<file path="config.mk">
export PLATFORM = sky130hd
export DESIGN_NAME = counter_array_ctrl
export DESIGN_NICKNAME = d
export VERILOG_FILES = /design/src/counter_array_pkg.sv /design/src/counter_array_ctrl.sv
export SDC_FILE = /design/constraint.sdc
export NUM_CORES = 1
export LEC_CHECK = 0
export ABC_AREA = 1
export BUFFER_PORTS_ARGS = -buffer_cell sky130_fd_sc_hd__buf_2
export CAP_MARGIN = 20
export CORE_ASPECT_RATIO = 0.7
export CORE_MARGIN = 2
export CORE_UTILIZATION = 50
export CTS_BUF_LIST = sky130_fd_sc_hd__clkbuf_8
export DETAILED_ROUTE_END_ITERATION = 16
export PLACE_DENSITY = 0.81
export SLEW_MARGIN = 20
export SYNTH_ARGS = -nofsm -noshare
export SYNTH_HDL_FRONTEND = slang
export SYNTH_SLANG_ARGS = --single-unit
</file>
<file path="constraint.sdc">
create_clock -name clk -period 3 [get_ports clk]
set_input_delay 0.3 -clock clk [delete_from_list [all_inputs] [get_ports clk]]
set_output_delay 0.3 -clock clk [all_outputs]
set_load 0.02 [all_outputs]
</file>
<file path="src/counter_array_pkg.sv">
package counter_array_pkg;

	// Special-function addresses and paging.
	localparam logic [7:0] CTRL_ADDR        = 8'hd8;
	localparam logic [7:0] MODE_ADDR        = 8'hed;
	localparam logic [7:0] MODE_PAGE        = 8'h0f;

	// Control register fields.
	localparam int         CTRL_OVF_BIT     = 7;
	localparam int         CTRL_RUN_BIT     = 6;
	localparam int         CTRL_FLAGS_LSB   = 0;
	localparam logic [7:0] CTRL_RESET       = 8'h00;
	localparam logic [7:0] CTRL_USED_MASK   = 8'hc7;

	// Mode register fields.
	localparam int         MODE_IDLE_BIT    = 7;
	localparam int         MODE_SEL_LSB     = 1;
	localparam int         MODE_OVF_IE_BIT  = 0;
	localparam logic [7:0] MODE_RESET       = 8'h00;
	localparam logic [7:0] MODE_USED_MASK   = 8'h8f;

	// Timebase select encodings.
	typedef enum logic [2:0] {
		TB_SYS_DIV12 = 3'h0,
		TB_SYS_DIV4  = 3'h1,
		TB_TIMER0    = 3'h2,
		TB_ECI_FALL  = 3'h3,
		TB_SYS       = 3'h4,
		TB_EXT_DIV8  = 3'h5,
		TB_RSVD6     = 3'h6,
		TB_RSVD7     = 3'h7
	} timebase_t;

	// Divider constants.
	localparam logic [3:0] PRESCALE_LAST    = 4'hb;
	localparam logic [1:0] DIV4_LAST        = 2'h3;
	localparam logic [2:0] EXT_DIV_LAST     = 3'h7;

endpackage

</file>
<file path="src/counter_array_ctrl.sv">
`timescale 1ns/1ps

// Function
// - The overflow flag is set when the counter wraps from all ones to zero and only software clears it.
// - With the overflow interrupt enabled, a set overflow flag requests the shared interrupt.
// - Three module event flags sit in control bits 2 to 0, set by a match or capture, cleared by software.
// - A set module event flag whose module interrupt is enabled requests the shared interrupt.
// - The counter advances only while the run bit is one and holds otherwise.
// - With idle suspend set and the processor idle, all counter array activity stops.
// - Mode bits 3 to 1 pick the timebase: 000 clock/12, 001 clock/4, 010 timer 0 overflow, 100 clock.
// - Code 011 counts falling edges of the external count pin, which toggles at most at clock/4.
// - Code 101 counts the external oscillator divided by eight, brought into the clock domain first.
// - Mode bit 0 enables the overflow interrupt request.
// - Unused control bits 5 to 3 and mode bits 6 to 4 read zero and ignore writes.
// - The control register sits at 0xd8 on every page and accepts single-bit writes.
// - The mode register sits at 0xed and answers only when page F is selected.
module counter_array_ctrl
	import counter_array_pkg::*;
#(
	parameter int COUNT_WIDTH = 16,
	parameter int N_MODULES   = 3
) (
	// Clock and reset.
	input  wire logic                   clk,
	input  wire logic                   rst_b,
	// Special-function register bus.
	input  wire logic [7:0]             sfr_addr,
	input  wire logic [7:0]             sfr_page,
	input  wire logic                   sfr_wr,
	input  wire logic [7:0]             sfr_wdata,
	input  wire logic                   sfr_rd,
	input  wire logic                   sfr_bit_wr,
	input  wire logic [2:0]             sfr_bit_idx,
	input  wire logic                   sfr_bit_val,
	output logic      [7:0]             sfr_rdata,
	output logic                        sfr_rvalid,
	// Processor state and timebase sources.
	input  wire logic                   cpu_idle,
	input  wire logic                   timer0_overflow,
	input  wire logic                   external_count_input,
	input  wire logic                   ext_osc_clk,
	// Capture/compare modules.
	input  wire logic [N_MODULES-1:0]   module_event,
	input  wire logic [N_MODULES-1:0]   module_irq_enable,
	output logic      [COUNT_WIDTH-1:0] counter_value,
	output logic                        count_tick,
	output logic                        array_active,
	// Shared interrupt request.
	output logic                        counter_array_irq
);

	if (N_MODULES != 3 || COUNT_WIDTH < 2) begin : g_bad_params
		$error("counter_array_ctrl: three modules and a counter of two bits or more are needed");
	end

	logic                   counter_overflow_flag_ff;
	logic                   counter_run_control_ff;
	logic [N_MODULES-1:0]   module_event_flags_ff;
	logic                   idle_suspend_ff;
	logic [2:0]             timebase_select_ff;
	logic                   overflow_irq_enable_ff;
	logic [COUNT_WIDTH-1:0] counter_ff;
	logic [3:0]             prescale_ff;
	logic [2:0]             eci_sync_ff;
	logic [2:0]             ext_sync_ff;
	logic [2:0]             ext_div_ff;
	logic [7:0]             rdata_ff;
	logic                   rvalid_ff;
	logic                   irq_ff;

	logic                   ctrl_hit;
	logic                   mode_hit;
	logic                   ctrl_byte_wr;
	logic                   ctrl_bit_wr;
	logic                   mode_byte_wr;
	logic                   mode_bit_wr;
	logic                   active;
	logic                   tick;
	logic                   wrap;
	logic                   eci_fall;
	logic                   ext_rise;
	logic [7:0]             ctrl_view;
	logic [7:0]             mode_view;
	logic [7:0]             nxt_ctrl;
	logic [7:0]             nxt_mode;

	// A single-bit write becomes a byte write of the current view with one bit replaced.
	function automatic logic [7:0] bit_merge(input logic [7:0] cur, input logic [2:0] idx,
			input logic val);
		logic [7:0] res;
		res      = cur;
		res[idx] = val;
		return res;
	endfunction

	assign ctrl_hit     = (sfr_addr == CTRL_ADDR);
	assign mode_hit     = (sfr_addr == MODE_ADDR) && (sfr_page == MODE_PAGE);
	assign ctrl_byte_wr = ctrl_hit && sfr_wr;
	assign ctrl_bit_wr  = ctrl_hit && sfr_bit_wr && !sfr_wr;
	assign mode_byte_wr = mode_hit && sfr_wr;
	assign mode_bit_wr  = mode_hit && sfr_bit_wr && !sfr_wr;

	// Unused bits are forced to zero in the view and never stored.
	always_comb begin
		ctrl_view                                         = 8'h00;
		ctrl_view[CTRL_OVF_BIT]                           = counter_overflow_flag_ff;
		ctrl_view[CTRL_RUN_BIT]                           = counter_run_control_ff;
		ctrl_view[CTRL_FLAGS_LSB +: N_MODULES]            = module_event_flags_ff;
		mode_view                                         = 8'h00;
		mode_view[MODE_IDLE_BIT]                          = idle_suspend_ff;
		mode_view[MODE_SEL_LSB +: 3]                      = timebase_select_ff;
		mode_view[MODE_OVF_IE_BIT]                        = overflow_irq_enable_ff;
	end

	always_comb begin
		nxt_ctrl = ctrl_view;
		if (ctrl_byte_wr) begin
			nxt_ctrl = sfr_wdata & CTRL_USED_MASK;
		end else if (ctrl_bit_wr) begin
			nxt_ctrl = bit_merge(ctrl_view, sfr_bit_idx, sfr_bit_val) & CTRL_USED_MASK;
		end
	end

	always_comb begin
		nxt_mode = mode_view;
		if (mode_byte_wr) begin
			nxt_mode = sfr_wdata & MODE_USED_MASK;
		end else if (mode_bit_wr) begin
			nxt_mode = bit_merge(mode_view, sfr_bit_idx, sfr_bit_val) & MODE_USED_MASK;
		end
	end

	// Suspension freezes dividers, counter and flag setting alike.
	assign active = !(idle_suspend_ff && cpu_idle);

	// Edge detectors look only at the second and third synchroniser stages.
	assign eci_fall = eci_sync_ff[2] && !eci_sync_ff[1];
	assign ext_rise = ext_sync_ff[1] && !ext_sync_ff[2];

	always_comb begin
		unique case (timebase_t'(timebase_select_ff))
			TB_SYS_DIV12: begin
				tick = (prescale_ff == PRESCALE_LAST);
			end
			TB_SYS_DIV4: begin
				tick = (prescale_ff[1:0] == DIV4_LAST);
			end
			TB_TIMER0: begin
				tick = timer0_overflow;
			end
			TB_ECI_FALL: begin
				tick = eci_fall;
			end
			TB_SYS: begin
				tick = 1'b1;
			end
			TB_EXT_DIV8: begin
				tick = ext_rise && (ext_div_ff == EXT_DIV_LAST);
			end
			// Reserved codes stay silent so a stray write cannot run the counter away.
			TB_RSVD6: begin
				tick = 1'b0;
			end
			TB_RSVD7: begin
				tick = 1'b0;
			end
		endcase
	end

	// The wrap uses the same condition as the increment, so the flag cannot miss it.
	assign wrap = active && counter_run_control_ff && tick && (&counter_ff);

	// The prescaler runs whether or not the counter runs, so its phase is not restarted.
	always_ff @(posedge clk) begin
		if (!rst_b) begin
			prescale_ff <= 4'h0;
		end else if (active) begin
			prescale_ff <= (prescale_ff == PRESCALE_LAST) ? 4'h0 : prescale_ff + 4'h1;
		end
	end

	always_ff @(posedge clk) begin
		if (!rst_b) begin
			eci_sync_ff <= 3'h7;
		end else begin
			eci_sync_ff <= {eci_sync_ff[1:0], external_count_input};
		end
	end

	// The oscillator is resampled here, so it must run well below half of clk.
	always_ff @(posedge clk) begin
		if (!rst_b) begin
			ext_sync_ff <= 3'h0;
		end else begin
			ext_sync_ff <= {ext_sync_ff[1:0], ext_osc_clk};
		end
	end

	// Only synchronised rises are counted; the eighth one makes a tick.
	always_ff @(posedge clk) begin
		if (!rst_b) begin
			ext_div_ff <= 3'h0;
		end else if (active && ext_rise) begin
			ext_div_ff <= ext_div_ff + 3'h1;
		end
	end

	always_ff @(posedge clk) begin
		if (!rst_b) begin
			counter_ff <= '0;
		end else if (active && counter_run_control_ff && tick) begin
			counter_ff <= counter_ff + COUNT_WIDTH'(1);
		end
	end

	// A hardware set in the same cycle as a software clear wins, so no event is lost.
	always_ff @(posedge clk) begin
		if (!rst_b) begin
			counter_overflow_flag_ff <= CTRL_RESET[CTRL_OVF_BIT];
		end else begin
			counter_overflow_flag_ff <= nxt_ctrl[CTRL_OVF_BIT] || wrap;
		end
	end

	always_ff @(posedge clk) begin
		if (!rst_b) begin
			counter_run_control_ff <= CTRL_RESET[CTRL_RUN_BIT];
		end else begin
			counter_run_control_ff <= nxt_ctrl[CTRL_RUN_BIT];
		end
	end

	// Module events are dropped while suspended, like every other activity.
	always_ff @(posedge clk) begin
		if (!rst_b) begin
			module_event_flags_ff <= CTRL_RESET[CTRL_FLAGS_LSB +: N_MODULES];
		end else begin
			module_event_flags_ff <= nxt_ctrl[CTRL_FLAGS_LSB +: N_MODULES]
				| (module_event & {N_MODULES{active}});
		end
	end

	// Mode fields change only by register writes; hardware never touches them.
	always_ff @(posedge clk) begin
		if (!rst_b) begin
			idle_suspend_ff <= MODE_RESET[MODE_IDLE_BIT];
		end else begin
			idle_suspend_ff <= nxt_mode[MODE_IDLE_BIT];
		end
	end

	always_ff @(posedge clk) begin
		if (!rst_b) begin
			timebase_select_ff <= MODE_RESET[MODE_SEL_LSB +: 3];
		end else begin
			timebase_select_ff <= nxt_mode[MODE_SEL_LSB +: 3];
		end
	end

	always_ff @(posedge clk) begin
		if (!rst_b) begin
			overflow_irq_enable_ff <= MODE_RESET[MODE_OVF_IE_BIT];
		end else begin
			overflow_irq_enable_ff <= nxt_mode[MODE_OVF_IE_BIT];
		end
	end

	// Request is a level that follows the flags one cycle later.
	always_ff @(posedge clk) begin
		if (!rst_b) begin
			irq_ff <= 1'b0;
		end else begin
			irq_ff <= (counter_overflow_flag_ff && overflow_irq_enable_ff)
				|| |(module_event_flags_ff & module_irq_enable);
		end
	end

	// Reads answer one cycle later; an unmapped address reads zero.
	always_ff @(posedge clk) begin
		if (!rst_b) begin
			rvalid_ff <= 1'b0;
		end else begin
			rvalid_ff <= sfr_rd;
		end
	end

	// Read data holds between reads, so a slow core may pick it up late.
	always_ff @(posedge clk) begin
		if (!rst_b) begin
			rdata_ff <= 8'h00;
		end else if (sfr_rd) begin
			rdata_ff <= ctrl_hit ? ctrl_view : (mode_hit ? mode_view : 8'h00);
		end
	end

	assign sfr_rdata         = rdata_ff;
	assign sfr_rvalid        = rvalid_ff;
	assign counter_value     = counter_ff;
	assign count_tick        = active && counter_run_control_ff && tick;
	assign array_active      = active;
	assign counter_array_irq = irq_ff;

endmodule

</file>
### Yosys cells after proc, flatten, opt, wreduce, memory -nomap -nowiden

Cells that the tools add are included.

| word-level totals | value |
|---|---|
| word-level logic and storage cells | 76 |
| input port bits | 43 |
| output and inout port bits | 28 |
| flip-flop bits (word level) | 49 |

| cells by class | value |
|---|---|
| $add $sub $neg | 3 |
| reduce and logical (&&, ||, !) cells | 29 |
| magnitude comparators | 2 |
| bitwise gates (word level) | 3 |
| muxes and demuxes | 12 |
| eq/ne operators | 13 |

Operator list:

| kind | count |
|---|---|
| 8-bit 2-to-1 mux | 6 |
| 1-bit logical AND | 17 |
| 16-bit by 1-bit adder with 16-bit output (second input constant) | 1 |
| 8-bit bitwise mux | 2 |
| 8-bit == test (second input constant) | 2 |
| 16-bit AND reduction | 1 |
| 3-bit == test (second input constant) | 5 |
| 8-bit by 4-bit == test with 1-bit output (second input constant) | 1 |
| 1-bit case mux with 7 select lines | 1 |
| 3-bit bitwise AND | 2 |
| 3-bit by 2-bit == test with 1-bit output (second input constant) | 2 |
| 4-bit by 1-bit adder with 4-bit output (second input constant) | 1 |
| 4-bit == test (second input constant) | 1 |
| 1-bit logical NOT | 4 |
| 3-bit by 4-bit < comparator with 1-bit output (second input constant) | 1 |
| 4-bit 2-to-1 mux | 1 |
| 2-bit nonzero test | 2 |
| 3-bit by 1-bit adder with 3-bit output (second input constant) | 1 |
| 1-bit demux with 3-bit select | 1 |
| 3-bit by 1-bit == test with 1-bit output (second input constant) | 1 |
| 3-bit by 1-bit >= comparator with 1-bit output (second input constant) | 1 |
| 3-bit logical NOT | 1 |
| 3-bit OR | 1 |
| 3-bit OR reduction | 1 |
| other kinds (4) | 5 |

### Logic depth before layout (Yosys ltp)

Gate-level depths: netlist of run 1.

| logic depth | value |
|---|---|
| depth in word-level cells | 8 |
| depth in mapped cells | 11 |
| mapped depth without buffers | 11 |

### Worst setup path after synthesis of run 1

OpenSTA, ideal clock, no wires.

| path | value |
|---|---|
| path kind | register to register |
| start point | register counter_ff[0], in the netlist counter_value[0] |
| end point | register counter_ff[14], in the netlist counter_value[14] |
| arrival time | 1.381 ns |
| library setup time | 0.132 ns |
| cell stages (with the launch flop) | 8 |
| slack | 1.487 ns |
| required time | 2.868 ns |
| period minus slack after synthesis | 1.513 ns |
| path through | dfxtp_1 -> ha_1 -> nand2_1 -> nor2_1 -> nand4_1 -> xnor2_1 -> nand2_1 -> a21oi_1 |

| between the ends | value |
|---|---|
| cells in the longest elaborated chain, start to end | 1 |

RTL lines:

| what | RTL line | RTL |
|---|---|---|
| start: declaration | counter_array_ctrl.sv:62 | `logic [COUNT_WIDTH-1:0] counter_ff;` |
| start signal: assignment | counter_array_ctrl.sv:212 | `counter_ff <= counter_ff + COUNT_WIDTH'(1);` |
| 16-bit by 1-bit adder with 16-bit output | counter_array_ctrl.sv:212 |  |

Every way passes these cells.
A chain may end at the register's enable or synchronous reset.

### Final worst setup path of run 1

| path | value |
|---|---|
| start point | register prescale_ff[0] |
| end point | output port count_tick |

| between the ends | value |
|---|---|
| cells in the longest elaborated chain, start to end | 3 |

RTL lines:

| what | RTL line | RTL |
|---|---|---|
| start: declaration | counter_array_ctrl.sv:63 | `logic [3:0] prescale_ff;` |
| start signal: assignment | counter_array_ctrl.sv:178 | `prescale_ff <= (prescale_ff == PRESCALE_LAST) ? 4'h0 : prescale_ff + 4'h1;` |
| 4-bit == test / 2-bit == test (equally long branches) | counter_array_ctrl.sv:143, counter_array_ctrl.sv:146 |  |
| 1-bit case mux with 7 select lines * | counter_array_ctrl.sv:141 | `unique case (timebase_t'(timebase_select_ff))` |
| 1-bit logical AND * | counter_array_ctrl.sv:299 | `assign count_tick = active && counter_run_control_ff && tick;` |
| end: declaration | counter_array_ctrl.sv:46 | `output logic count_tick,` |

Mark *: on every way between the ends. The rest lies on a longest branch, timed or not.

==> results of run 1 <==
## registers in the layout, summed over array words and instances, names as in the netlist
signal	count
sfr_rvalid	1
counter_value	16
ext_div_ff	3
prescale_ff	4
ext_sync_ff	3
idle_suspend_ff	1
counter_overflow_flag_ff	1
counter_array_irq	1
eci_sync_ff	3
timebase_select_ff	3
overflow_irq_enable_ff	1
sfr_rdata	6
counter_run_control_ff	1
module_event_flags_ff	3
## tightest hold or removal path, stage by stage
cell	delay, ns
buf_2	0.07
nand2_1	0.04
inv_1	0.04
## kinds of logic (layout without fill, tap and decap cells)
family | count (synthesis) | in the layout | share of synthesized area, %
AND/OR/NAND/NOR | 218 | 218 | 37.4
buffers and inverters | 64 | 129 | 10.4
AO/OA/AOI/OAI | 55 | 55 | 11.5
flip-flops | 47 | 47 | 35.9
XOR/XNOR | 8 | 8 | 2.67
adder cells (fa/ha/maj) | 4 | 4 | 1.91
other | 1 | 2 | 0.143
## synthesized netlist by cell type, drive strengths merged (3+ instances only)
| library cell | number | share of area (%) |
|---|---|---|
| a31oi | 5 | 1.2 |
| buf | 6 | 2.1 |
| dfxtp | 47 | 36 |
| inv | 53 | 7.7 |
| nand2 | 117 | 17 |
| xor2 | 4 | 1.3 |
| clkbuf | 4 | 0.57 |
| ha | 4 | 1.9 |
| nand3 | 38 | 7.8 |
| nand4 | 8 | 1.9 |
| nor2 | 44 | 7.3 |
| o21ai | 22 | 4.3 |
| xnor2 | 4 | 1.3 |
| a22oi | 3 | 0.86 |
| or2 | 4 | 0.95 |
| a21oi | 23 | 4.5 |
| nor3 | 4 | 1.2 |
## per-stage QoR
stage,util [%],std cells,area (µm²),hold WS (ns)
2_1_floorplan,-,398,2630,0.390
3_3_place_gp,58.0,527,2990,0.395
3_5_place_dp,58.0,527,2990,0.404
4_1_cts,59.8,535,3080,0.176
5_1_grt,59.8,535,3080,0.174
6_report,59.8,535,3080,0.177
## routing by layer
layer  vias to the layer above  share of wire (%)  GRT usage [%]
met5                         -                  0              0
met4                         0               0.55           5.58
met3                         6                6.7           4.53
met2                        75                 43           34.7
met1                      1188                 50           32.0
li1                       1398                  -              -
## path summary, 6_finish.rpt
check	start	slack, ns	end	cells past startpoint
worst max-delay path	prescale_ff[0]	0.74	count_tick	6
worst min-delay path	ext_osc_clk	0.18	ext_sync_ff[0]	3
worst max register to register	prescale_ff[0]	1.12	counter_value[1]	8
worst min register to register	eci_sync_ff[0]	0.43	eci_sync_ff[1]	1
## power groups by stage
| stage | registers, W | clock network, W | logic, W |
|---|---|---|---|
| after floorplan | 0.000669 | 0 | 0.0000555 |
| after global placement | 0.000665 | 0 | 0.000106 |
| after detailed placement | 0.000666 | 0 | 0.000110 |
| after CTS | 0.000652 | 0.000408 | 0.000110 |
| after global routing | 0.000654 | 0.000441 | 0.000125 |
| final | 0.000652 | 0.000399 | 0.000110 |
## final cells by class
class                      count  share of cell area (%)
tap                           72                    2.92
inverter                      54                    6.66
clock inverter                 2                   0.406
timing repair buffer          67                    11.0
sequential                    47                    30.5
clock buffer                   6                    2.68
multi-input combinational    287                    45.8
==> metrics.yaml, run 1 <==
run_status:
  status: "finished clean"
power_and_ir_drop:
  leakage_nw: 1.55
  p_int_w: 0.000871
  pwr-share-seq_pct: 56.1
  p_comb_share_pct: 9.5
  power.switching_w: 0.000290
  peakVddDrop_v: 0.000189
  clock_power_share_pct: 34.4
  sw_frac_of_total_pct: 25.0
  powerDensity_nw_per_um2: 377
  power_w: 0.00116
sta:
  setup_viol: 0
  setup_tns_ns: 0
  maxSlewViolCount: 0
  maxSlewHeadroom_pct: 63.0
  fin_crit_ns: 2.26
  rsz0062_at_grt: "false"
  max_freq_mhz: 443
  fin_worst_skew_ns: 0.00911
  setup_slack_ns: 0.744
  tightest_slew_ns: 0.552
  post-route-period-util_pct: 75.2
  final-hold-violation-count: 0
yosys:
  async_flop_share_pct: 0
  syn_area_per_cell_um2: 6.61
  yosysWarnings: 0
  ys_types: 36
  synth-seq-area-share_pct: 35.9
  synth_cells: 397
  synth_ff_type: "dfxtp_1"
  syn_area_um2: 2620
  ys_seq_elements: 47
  synth_edf_count: 0
drt:
  dr.pass1.iters: 4
  viasPerCell: 4.99
  drt_iter0_markers: 152
  post-route-drc-count: 0
  num_vias: 2667
  wl_per_cell_um: 11.8
  wirelength_mm: 6.32
  postRouteAntennaNets: 0
worst_setup_path:
  worstSetupPathType: "reg2out"
  crit_chain: "ha_1, nand3_1, nand3_1, nand3_2, nor2_4, buf_2"
  crit_family: "simple AND/OR/NAND/NOR gates"
  endpoint_kind: "output pin"
  cp_max_fo: 24
  start_kind: "register"
  max_stage_delay_ns: 0.46
  cp_data_required_time_ns: 2.70
  path_buf_inv: 1
  cpMaxStageDelayCell: "nor2_4"
  crit_top_cell: "nand3_1"
  arrival_ns: 1.96
cts:
  insertion_delay_ns: 0.31
  cts_tree: "built"
  cts-root-buf: "clkbuf_8"
  postCtsResizedCells: 0
  clkTransAtPathRegs_ns: 0.08
  cts_setup_buffers: 0
  cts_buffers: 5
  htreeDepth: 2
  clockBufferDepth: 2
  hold_buffers: 0
  cts_num_sinks: 47
die:
  die_w_um: 90.6
  pin_count: 71
  core_um2: 5150
  start_util_pct: 50.9
  die_y_um: 64.6
  core.rowCount: 22
  dieArea_um2: 5850
run:
  drv_cap: 0
global_routing:
  grt_max_degree: 29
  grt_pass1_wl_mm: 10.5
  grt_pass1_vias: 2349
  grt_overflow: 0
  antenna_found_initial: 0
  grtUsageTotal_pct: 22.4
layout:
  num_antenna_cells: 0
  syn_to_final_growth_pct: 17.5
  multi_input_area_um2: 1410
  seq_area_um2: 941
  drive_above_1_share_pct: 20.3
  final_common_cell: "nand2_1"
  final_nets: 509
  fillers: 523
  layout_common_cells: "nand2_1 (115), buf_2 (66), inv_1 (52), dfxtp_1 (47), nor2_1 (40)"
placement:
  portBuffers: 66
  routabilityCongestion: 0.858
  dp_slack_ns: 1.10
  dpl.hpwl_mm: 4.87
hold_path:
  hp-class: "in2reg"
(Power assumes the default switching activity.)
==> run 2: changes to the inputs <==
CORE_UTILIZATION = 49   (was 50)
PLACE_DENSITY = 0.82   (was 0.81)
clock period = 1.82 ns   (was 3 ns; I/O delays follow)
==> run 2 against run 1 <==
Net effect: die area grew 1.9%; critical endpoint unchanged; critical path depth grew 1; via count grew 1.2%; non-clock buffer count grew 4; largest cell class unchanged; total power grew 63%; clock power grew 60%; combinational power grew 64%; clock-buffer cell count shrank 1; hold slack lost 0.12 ns; core utilization grew 0.62 points; sequential cell count is the same; clock skew grew 0.0021 ns.
==> metrics.yaml, run 2 (same netlist as run 1, synthesis figures left out) <==
run_status:
  status: "finished clean"
die:
  die_w_um: 91.4  # +0.97%
  core.rowCount: 22  # unchanged
  dieArea_um2: 5960  # +1.9%
  core_um2: 5200  # +1.1%
  die_y_um: 65.2  # +0.95%
  start_util_pct: 50.4  # -0.54 points
  pin_count: 71  # unchanged
cts:
  clockBufferDepth: 2  # unchanged
  cts_num_sinks: 47  # unchanged
  cts-root-buf: "clkbuf_8"
  clkTransAtPathRegs_ns: 0.09  # about the same
  cts_buffers: 5  # unchanged
  htreeDepth: 2  # unchanged
  hold_buffers: 0  # unchanged
  cts_tree: "built"
  insertion_delay_ns: 0.30  # about the same
sta:
  max_freq_mhz: 577
  holdWs_ns: 0.0531  # -0.124 ns
  final-hold-violation-count: 0  # unchanged
  fin_crit_ns: 1.73
  fin_worst_skew_ns: 0.0112  # +0.00205 ns
  post-route-period-util_pct: 95.3
  setup_tns_ns: 0  # unchanged
  setup_viol: 0  # unchanged
  maxSlewViolCount: 0  # unchanged
  rsz0062_at_grt: "false"
power_and_ir_drop:
  leakage_nw: 1.57  # +1.2%
  powerDensity_nw_per_um2: 603  # +60%
  peakVddDrop_v: 0.000354  # +87%
global_routing:
  use_met1_pct: 32.5  # +0.54 points
  busiest_layer: "met2"
  grt_use_met2_pct: 33.2  # -1.5 points
  antenna_found_initial: 0  # unchanged
  grt_use_met3_pct: 5.50  # +0.97 points
  grtUsageTotal_pct: 22.3  # -0.055 points
  grt_pass1_wl_mm: 10.7  # +2.0%
  grt_max_degree: 29  # unchanged
  grt_overflow: 0  # unchanged
  grt_pass1_vias: 2295  # -2.3%
layout:
  largest_reg_flops: 16  # unchanged
  multi_input_area_um2: 1450  # +2.5%
  syn_to_final_growth_pct: 19.9
  layout_common_cells: "nand2_1 (114), buf_2 (65), inv_1 (51), dfxtp_1 (45), nor2_1 (40)"
  drive_above_1_share_pct: 22.9  # +2.6 points
  fillers: 500  # -4.4%
  seq_area_um2: 943  # +0.27%
  num_antenna_cells: 0  # unchanged
  fin_util_pct: 60.5  # +0.62 points
  final_nets: 514  # +0.98%
  final_common_cell: "nand2_1"
worst_setup_path:
  cp_max_fo: 3  # -88%
  endpoint_kind: "output pin"
  worstSetupPathType: "reg2out"
  r2r_cells: 9  # +1
  arrival_ns: 1.55  # -0.41 ns
  start_kind: "register"
  reg2reg_slack_ns: 0.15  # -0.97 ns
  cp_data_required_time_ns: 1.64  # -1.06 ns
  timing.rr.start: "ext_div_ff[1]"
  rr_endpoint: "counter_value[5]"
placement:
  routabilityCongestion: 0.871  # +1.6%
  dpl.hpwl_mm: 4.68  # -4.0%
  portBuffers: 66  # unchanged
hold_path:
  hold_path_end: "ext_sync_ff[0]"
  hp-class: "in2reg"
  whs_path_depth: 3  # unchanged
  worstHoldStart: "ext_osc_clk"
drt:
  num_vias: 2700  # +1.2%
  wirelength_mm: 6.24  # -1.3%
  dr.pass1.iters: 5  # +1
  post-route-drc-count: 0  # unchanged
  wl_per_cell_um: 11.5  # -2.2%
  drt_iter0_markers: 165  # +8.6%
  viasPerCell: 5.00  # +0.30%
  postRouteAntennaNets: 0  # unchanged
run:
  drv_cap: 0  # unchanged
==> run 2: cell types whose count changed in the layout (fill, tap and decap cells not counted), sizes merged <==
cell	delta
nor2	+1
buf	+4
clkbuf	-1
clkinv	+1
==> run 2: worst max path at each step <==
stage	from	endpoint	slack, ns	depth (start not counted)
5_1_grt	prescale_ff[1]	count_tick	0.007	6
3_3_place_gp	ext_div_ff[0]	counter_value[1]	0.06	9
6_report	ext_div_ff[0]	count_tick	0.09	7
4_1_cts	ext_div_ff[0]	count_tick	0.03	7
2_1_floorplan	counter_value[0]	counter_value[14]	0.31	7
3_5_place_dp	prescale_ff[0]	counter_value[1]	-0.007	8
==> run 2: repair_timing <==
item	in CTS	in global routing
gates cloned	1	0
pin swaps	1	1
endpoints found under the setup margin	4	12
gates resized for setup	2	9
hold endpoints to repair	0	0
setup buffers	1	1
==> run 2: power breakdown <==
group          switching (W)  internal [W]  leakage, nW
combinational       0.000104     0.0000761         1.14
sequential         0.0000197       0.00106        0.384
clock               0.000369      0.000271       0.0483
total               0.000492       0.00140         1.57
==> run 2: area by class of cell <==
| type | count | share of cell area (%) |
|---|---|---|
| multi-input combinational | 288 | 46.0 |
| timing repair buffer | 71 | 11.8 |
| sequential | 47 | 30.0 |
| inverter | 54 | 6.60 |
| clock inverter | 3 | 0.597 |
| clock buffer | 5 | 2.19 |
| tap | 72 | 2.86 |
==> run 2: critical path, stage by stage (launching register included) <==
cell and delay, ns:
dfxtp_2 0.34, ha_1 0.20, ha_2 0.18, nand3_2 0.08, nand2_2 0.06, a21oi_4 0.18
nor2_4 0.06, buf_4 0.15
==> run 2: per-layer routing <==
layer  vias to the layer above  part of all wire [%]  wire [µm]
li1                       1415                     -          -
met5                         -                     0          0
met3                         5                   7.7        482
met1                      1200                    49       3050
met4                         0                  0.85         53
met2                        80                    43       2650
==> run 2: metrics by stage <==
step	instance area [µm²]	worst slack [ns]	cells	power (W)
after floorplan	2630	0.307	398	0.00119
after global placement	3000	0.0585	529	0.00127
after detailed placement	3000	-0.00650	529	0.00128
after CTS	3110	0.0306	539	0.00191
after global routing	3150	0.00737	540	0.00198
final	3150	0.0860	540	0.00190
==> run 3: changes to the inputs <==
CELL_PAD_IN_SITES_DETAIL_PLACEMENT = 1   (was default)
CELL_PAD_IN_SITES_GLOBAL_PLACEMENT = 2   (was default)
CORE_UTILIZATION = 26   (was 49)
PLACE_DENSITY = 0.83   (was 0.82)
==> run 3 against run 2 <==
Net effect: clock power about the same; clock skew decreased by 0.0037 ns; highest routed layer unchanged; die area increased by 83%; sequential power about the same; routed wire length increased by 37%; final area increased by 3.6%; first-iteration DRC count decreased by 38%; critical endpoint unchanged; cell count increased by 11%; largest power group unchanged; combinational power increased by 8%; total power increased by 0.87%; setup slack got worse by 0.018 ns; sequential share of layout area decreased by 1.0 points.
==> metrics.yaml, run 3 (same netlist as run 1, synthesis figures left out) <==
sta:
  max_freq_mhz: 571  # -1.0%
  post-route-period-util_pct: 96.3  # +0.99 points
  fin_crit_ns: 1.75  # +0.0181 ns
  final-hold-violation-count: 0  # unchanged
  setup_tns_ns: 0  # unchanged
  maxSlewViolCount: 0  # unchanged
  rsz0062_at_grt: "true"
  fin_worst_skew_ns: 0.00745  # -0.00372 ns
  setup_viol: 0  # unchanged
drt:
  viasPerCell: 4.61  # -7.9%
  dr.pass1.iters: 6  # +1
  postRouteAntennaNets: 0  # unchanged
  wirelength_mm: 8.53  # +37%
  drt_iter0_markers: 103  # -38%
  post-route-drc-count: 0  # unchanged
  num_vias: 2764  # +2.4%
  wl_per_cell_um: 14.2  # +23%
die:
  die_y_um: 88.0  # +35%
  start_util_pct: 26.9  # -24 points
  core_um2: 9760  # +88%
  pin_count: 71  # unchanged
  dieArea_um2: 10900  # +83%
  die_w_um: 124  # +36%
  core.rowCount: 30  # +36%
global_routing:
  grt_pass1_wl_mm: 14.0  # +31%
  grt_max_degree: 29  # unchanged
  grtUsageTotal_pct: 16.6  # -5.7 points
  grt_overflow: 0  # unchanged
  antenna_found_initial: 0  # unchanged
  grt_pass1_vias: 2804  # +22%
worst_setup_path:
  r2r_cells: 9  # unchanged
  start_kind: "register"
  arrival_ns: 1.57  # +0.02 ns
  timing.rr.start: "ext_div_ff[0]"
  rr_endpoint: "counter_value[5]"
  worstSetupPathType: "reg2out"
  reg2reg_slack_ns: 0.12  # -0.03 ns
  endpoint_kind: "output pin"
  cp_max_fo: 3  # unchanged
  cp_data_required_time_ns: 1.64  # about the same
cts:
  cts-root-buf: "clkbuf_8"
  hold_buffers: 0  # unchanged
  htreeDepth: 2  # unchanged
  cts_buffers: 5  # unchanged
  insertion_delay_ns: 0.31  # about the same
  clkTransAtPathRegs_ns: 0.09  # about the same
  cts_tree: "built"
  cts_num_sinks: 47  # unchanged
  clockBufferDepth: 2  # unchanged
layout:
  fin_area_um2: 3260  # +3.6%
  num_antenna_cells: 0  # unchanged
  layout_common_cells: "nand2_1 (114), buf_2 (66), inv_1 (52), dfxtp_1 (45), nor2_1 (39)"
  final_nets: 518  # +0.78%
  fin_util_pct: 33.4  # -27 points
  largest_reg_flops: 16  # unchanged
  drive_above_1_share_pct: 23.5  # +0.65 points
  fillers: 1280  # +160%
  final_common_cell: "nand2_1"
  syn_to_final_growth_pct: 24.3
power_and_ir_drop:
  power.switching_w: 0.000513  # +4.3%
  peakVddDrop_v: 0.000270  # -24%
  powerDensity_nw_per_um2: 587  # -2.7%
  sw_frac_of_total_pct: 26.9  # +0.88 points
  leakage_nw: 1.59  # +1.5%
  p_comb_share_pct: 10.2  # +0.7 points
  pwr-share-seq_pct: 56.2  # -0.6 points
  p_int_w: 0.00140  # -0.33%
  clock_power_share_pct: 33.6  # about the same
placement:
  dpl.hpwl_mm: 6.57  # +40%
  routabilityCongestion: 0.836  # -4.1%
  portBuffers: 66  # unchanged
  postPlaceCellArea_um2: 3100  # +3.3%
hold_path:
  hp-class: "in2reg"
  worstHoldStart: "ext_osc_clk"
  hold_path_end: "ext_sync_ff[0]"
  whs_path_depth: 3  # unchanged
run:
  drv_cap: 0  # unchanged
run_status:
  status: "finished clean"
run 3: changes by cell type in the layout (fill, tap and decap cells not counted), sizes merged:
| cell | delta |
|---|---|
| clkinvlp | +1 |
| buf | +4 |
| clkinv | -1 |
run 3: power by group through the flow:
stage | clock network (W) | logic [W] | registers [W]
4_1_cts | 0.000667 | 0.000196 | 0.00107
2_1_floorplan | 0 | 0.0000914 | 0.00110
5_1_grt | 0.000704 | 0.000224 | 0.00108
3_5_place_dp | 0 | 0.000195 | 0.00110
3_3_place_gp | 0 | 0.000187 | 0.00110
6_report | 0.000642 | 0.000195 | 0.00108
run 3: what timing repair did:
action	4_1_cts	5_1_grt
endpoints found under the setup margin	10	14
gates resized for setup	2	10
hold endpoints to repair	0	0
gates cloned	1	0
pin swaps	1	0
setup buffers	1	1
run 3: worst max-delay path: stages, from the launching register on:
cell     delay [ns]
dfxtp_2        0.34
ha_1           0.19
ha_1           0.18
nand3_2        0.08
nand2_2        0.06
a21oi_4        0.19
nor2_4         0.07
buf_2          0.16
run 3: per-layer routing:
| layer | global-route usage [%] | vias up | part of all wire [%] |
|---|---|---|---|
| li1 | - | 1413 | - |
| met1 | 24.2 | 1300 | 51 |
| met2 | 25.9 | 47 | 45 |
| met3 | 2.99 | 4 | 3.5 |
| met4 | 2.76 | 0 | 0.49 |
| met5 | 0 | - | 0 |
run 3: final cells by class:
cell class / count / area (µm²) / share of cell area (%)
repair buffers: 75 / 410 / 12.6
clock buffers: 5 / 68.8 / 2.11
inverters: 54 / 210 / 6.45
flip-flops and latches: 47 / 943 / 28.9
multi-input cells: 288 / 1450 / 44.5
well taps: 128 / 160 / 4.91
clock inverters: 3 / 16.3 / 0.499
run 3: worst max-delay path by stage:
| stage | startpoint | to | cells after the start |
|---|---|---|---|
| after global routing | ext_div_ff[1] | counter_value[4] | 9 |
| after detailed placement | ext_div_ff[0] | counter_value[15] | 9 |
| after floorplan | counter_value[0] | counter_value[14] | 7 |
| after global placement | ext_div_ff[0] | counter_value[1] | 9 |
| after CTS | ext_div_ff[0] | counter_value[15] | 10 |
| final | ext_div_ff[0] | count_tick | 7 |
run 3: metrics by stage:
step / worst slack (ns) / power (W) / hold slack (ns) / std cells
3_5_place_dp: -0.0758 / 0.00129 / 0.390 / 589
5_1_grt: -0.0143 / 0.00201 / 0.0640 / 600
4_1_cts: 0.00908 / 0.00194 / 0.0658 / 599
2_1_floorplan: 0.307 / 0.00119 / 0.280 / 398
6_report: 0.0680 / 0.00191 / 0.0704 / 600
3_3_place_gp: -0.0262 / 0.00128 / 0.369 / 589
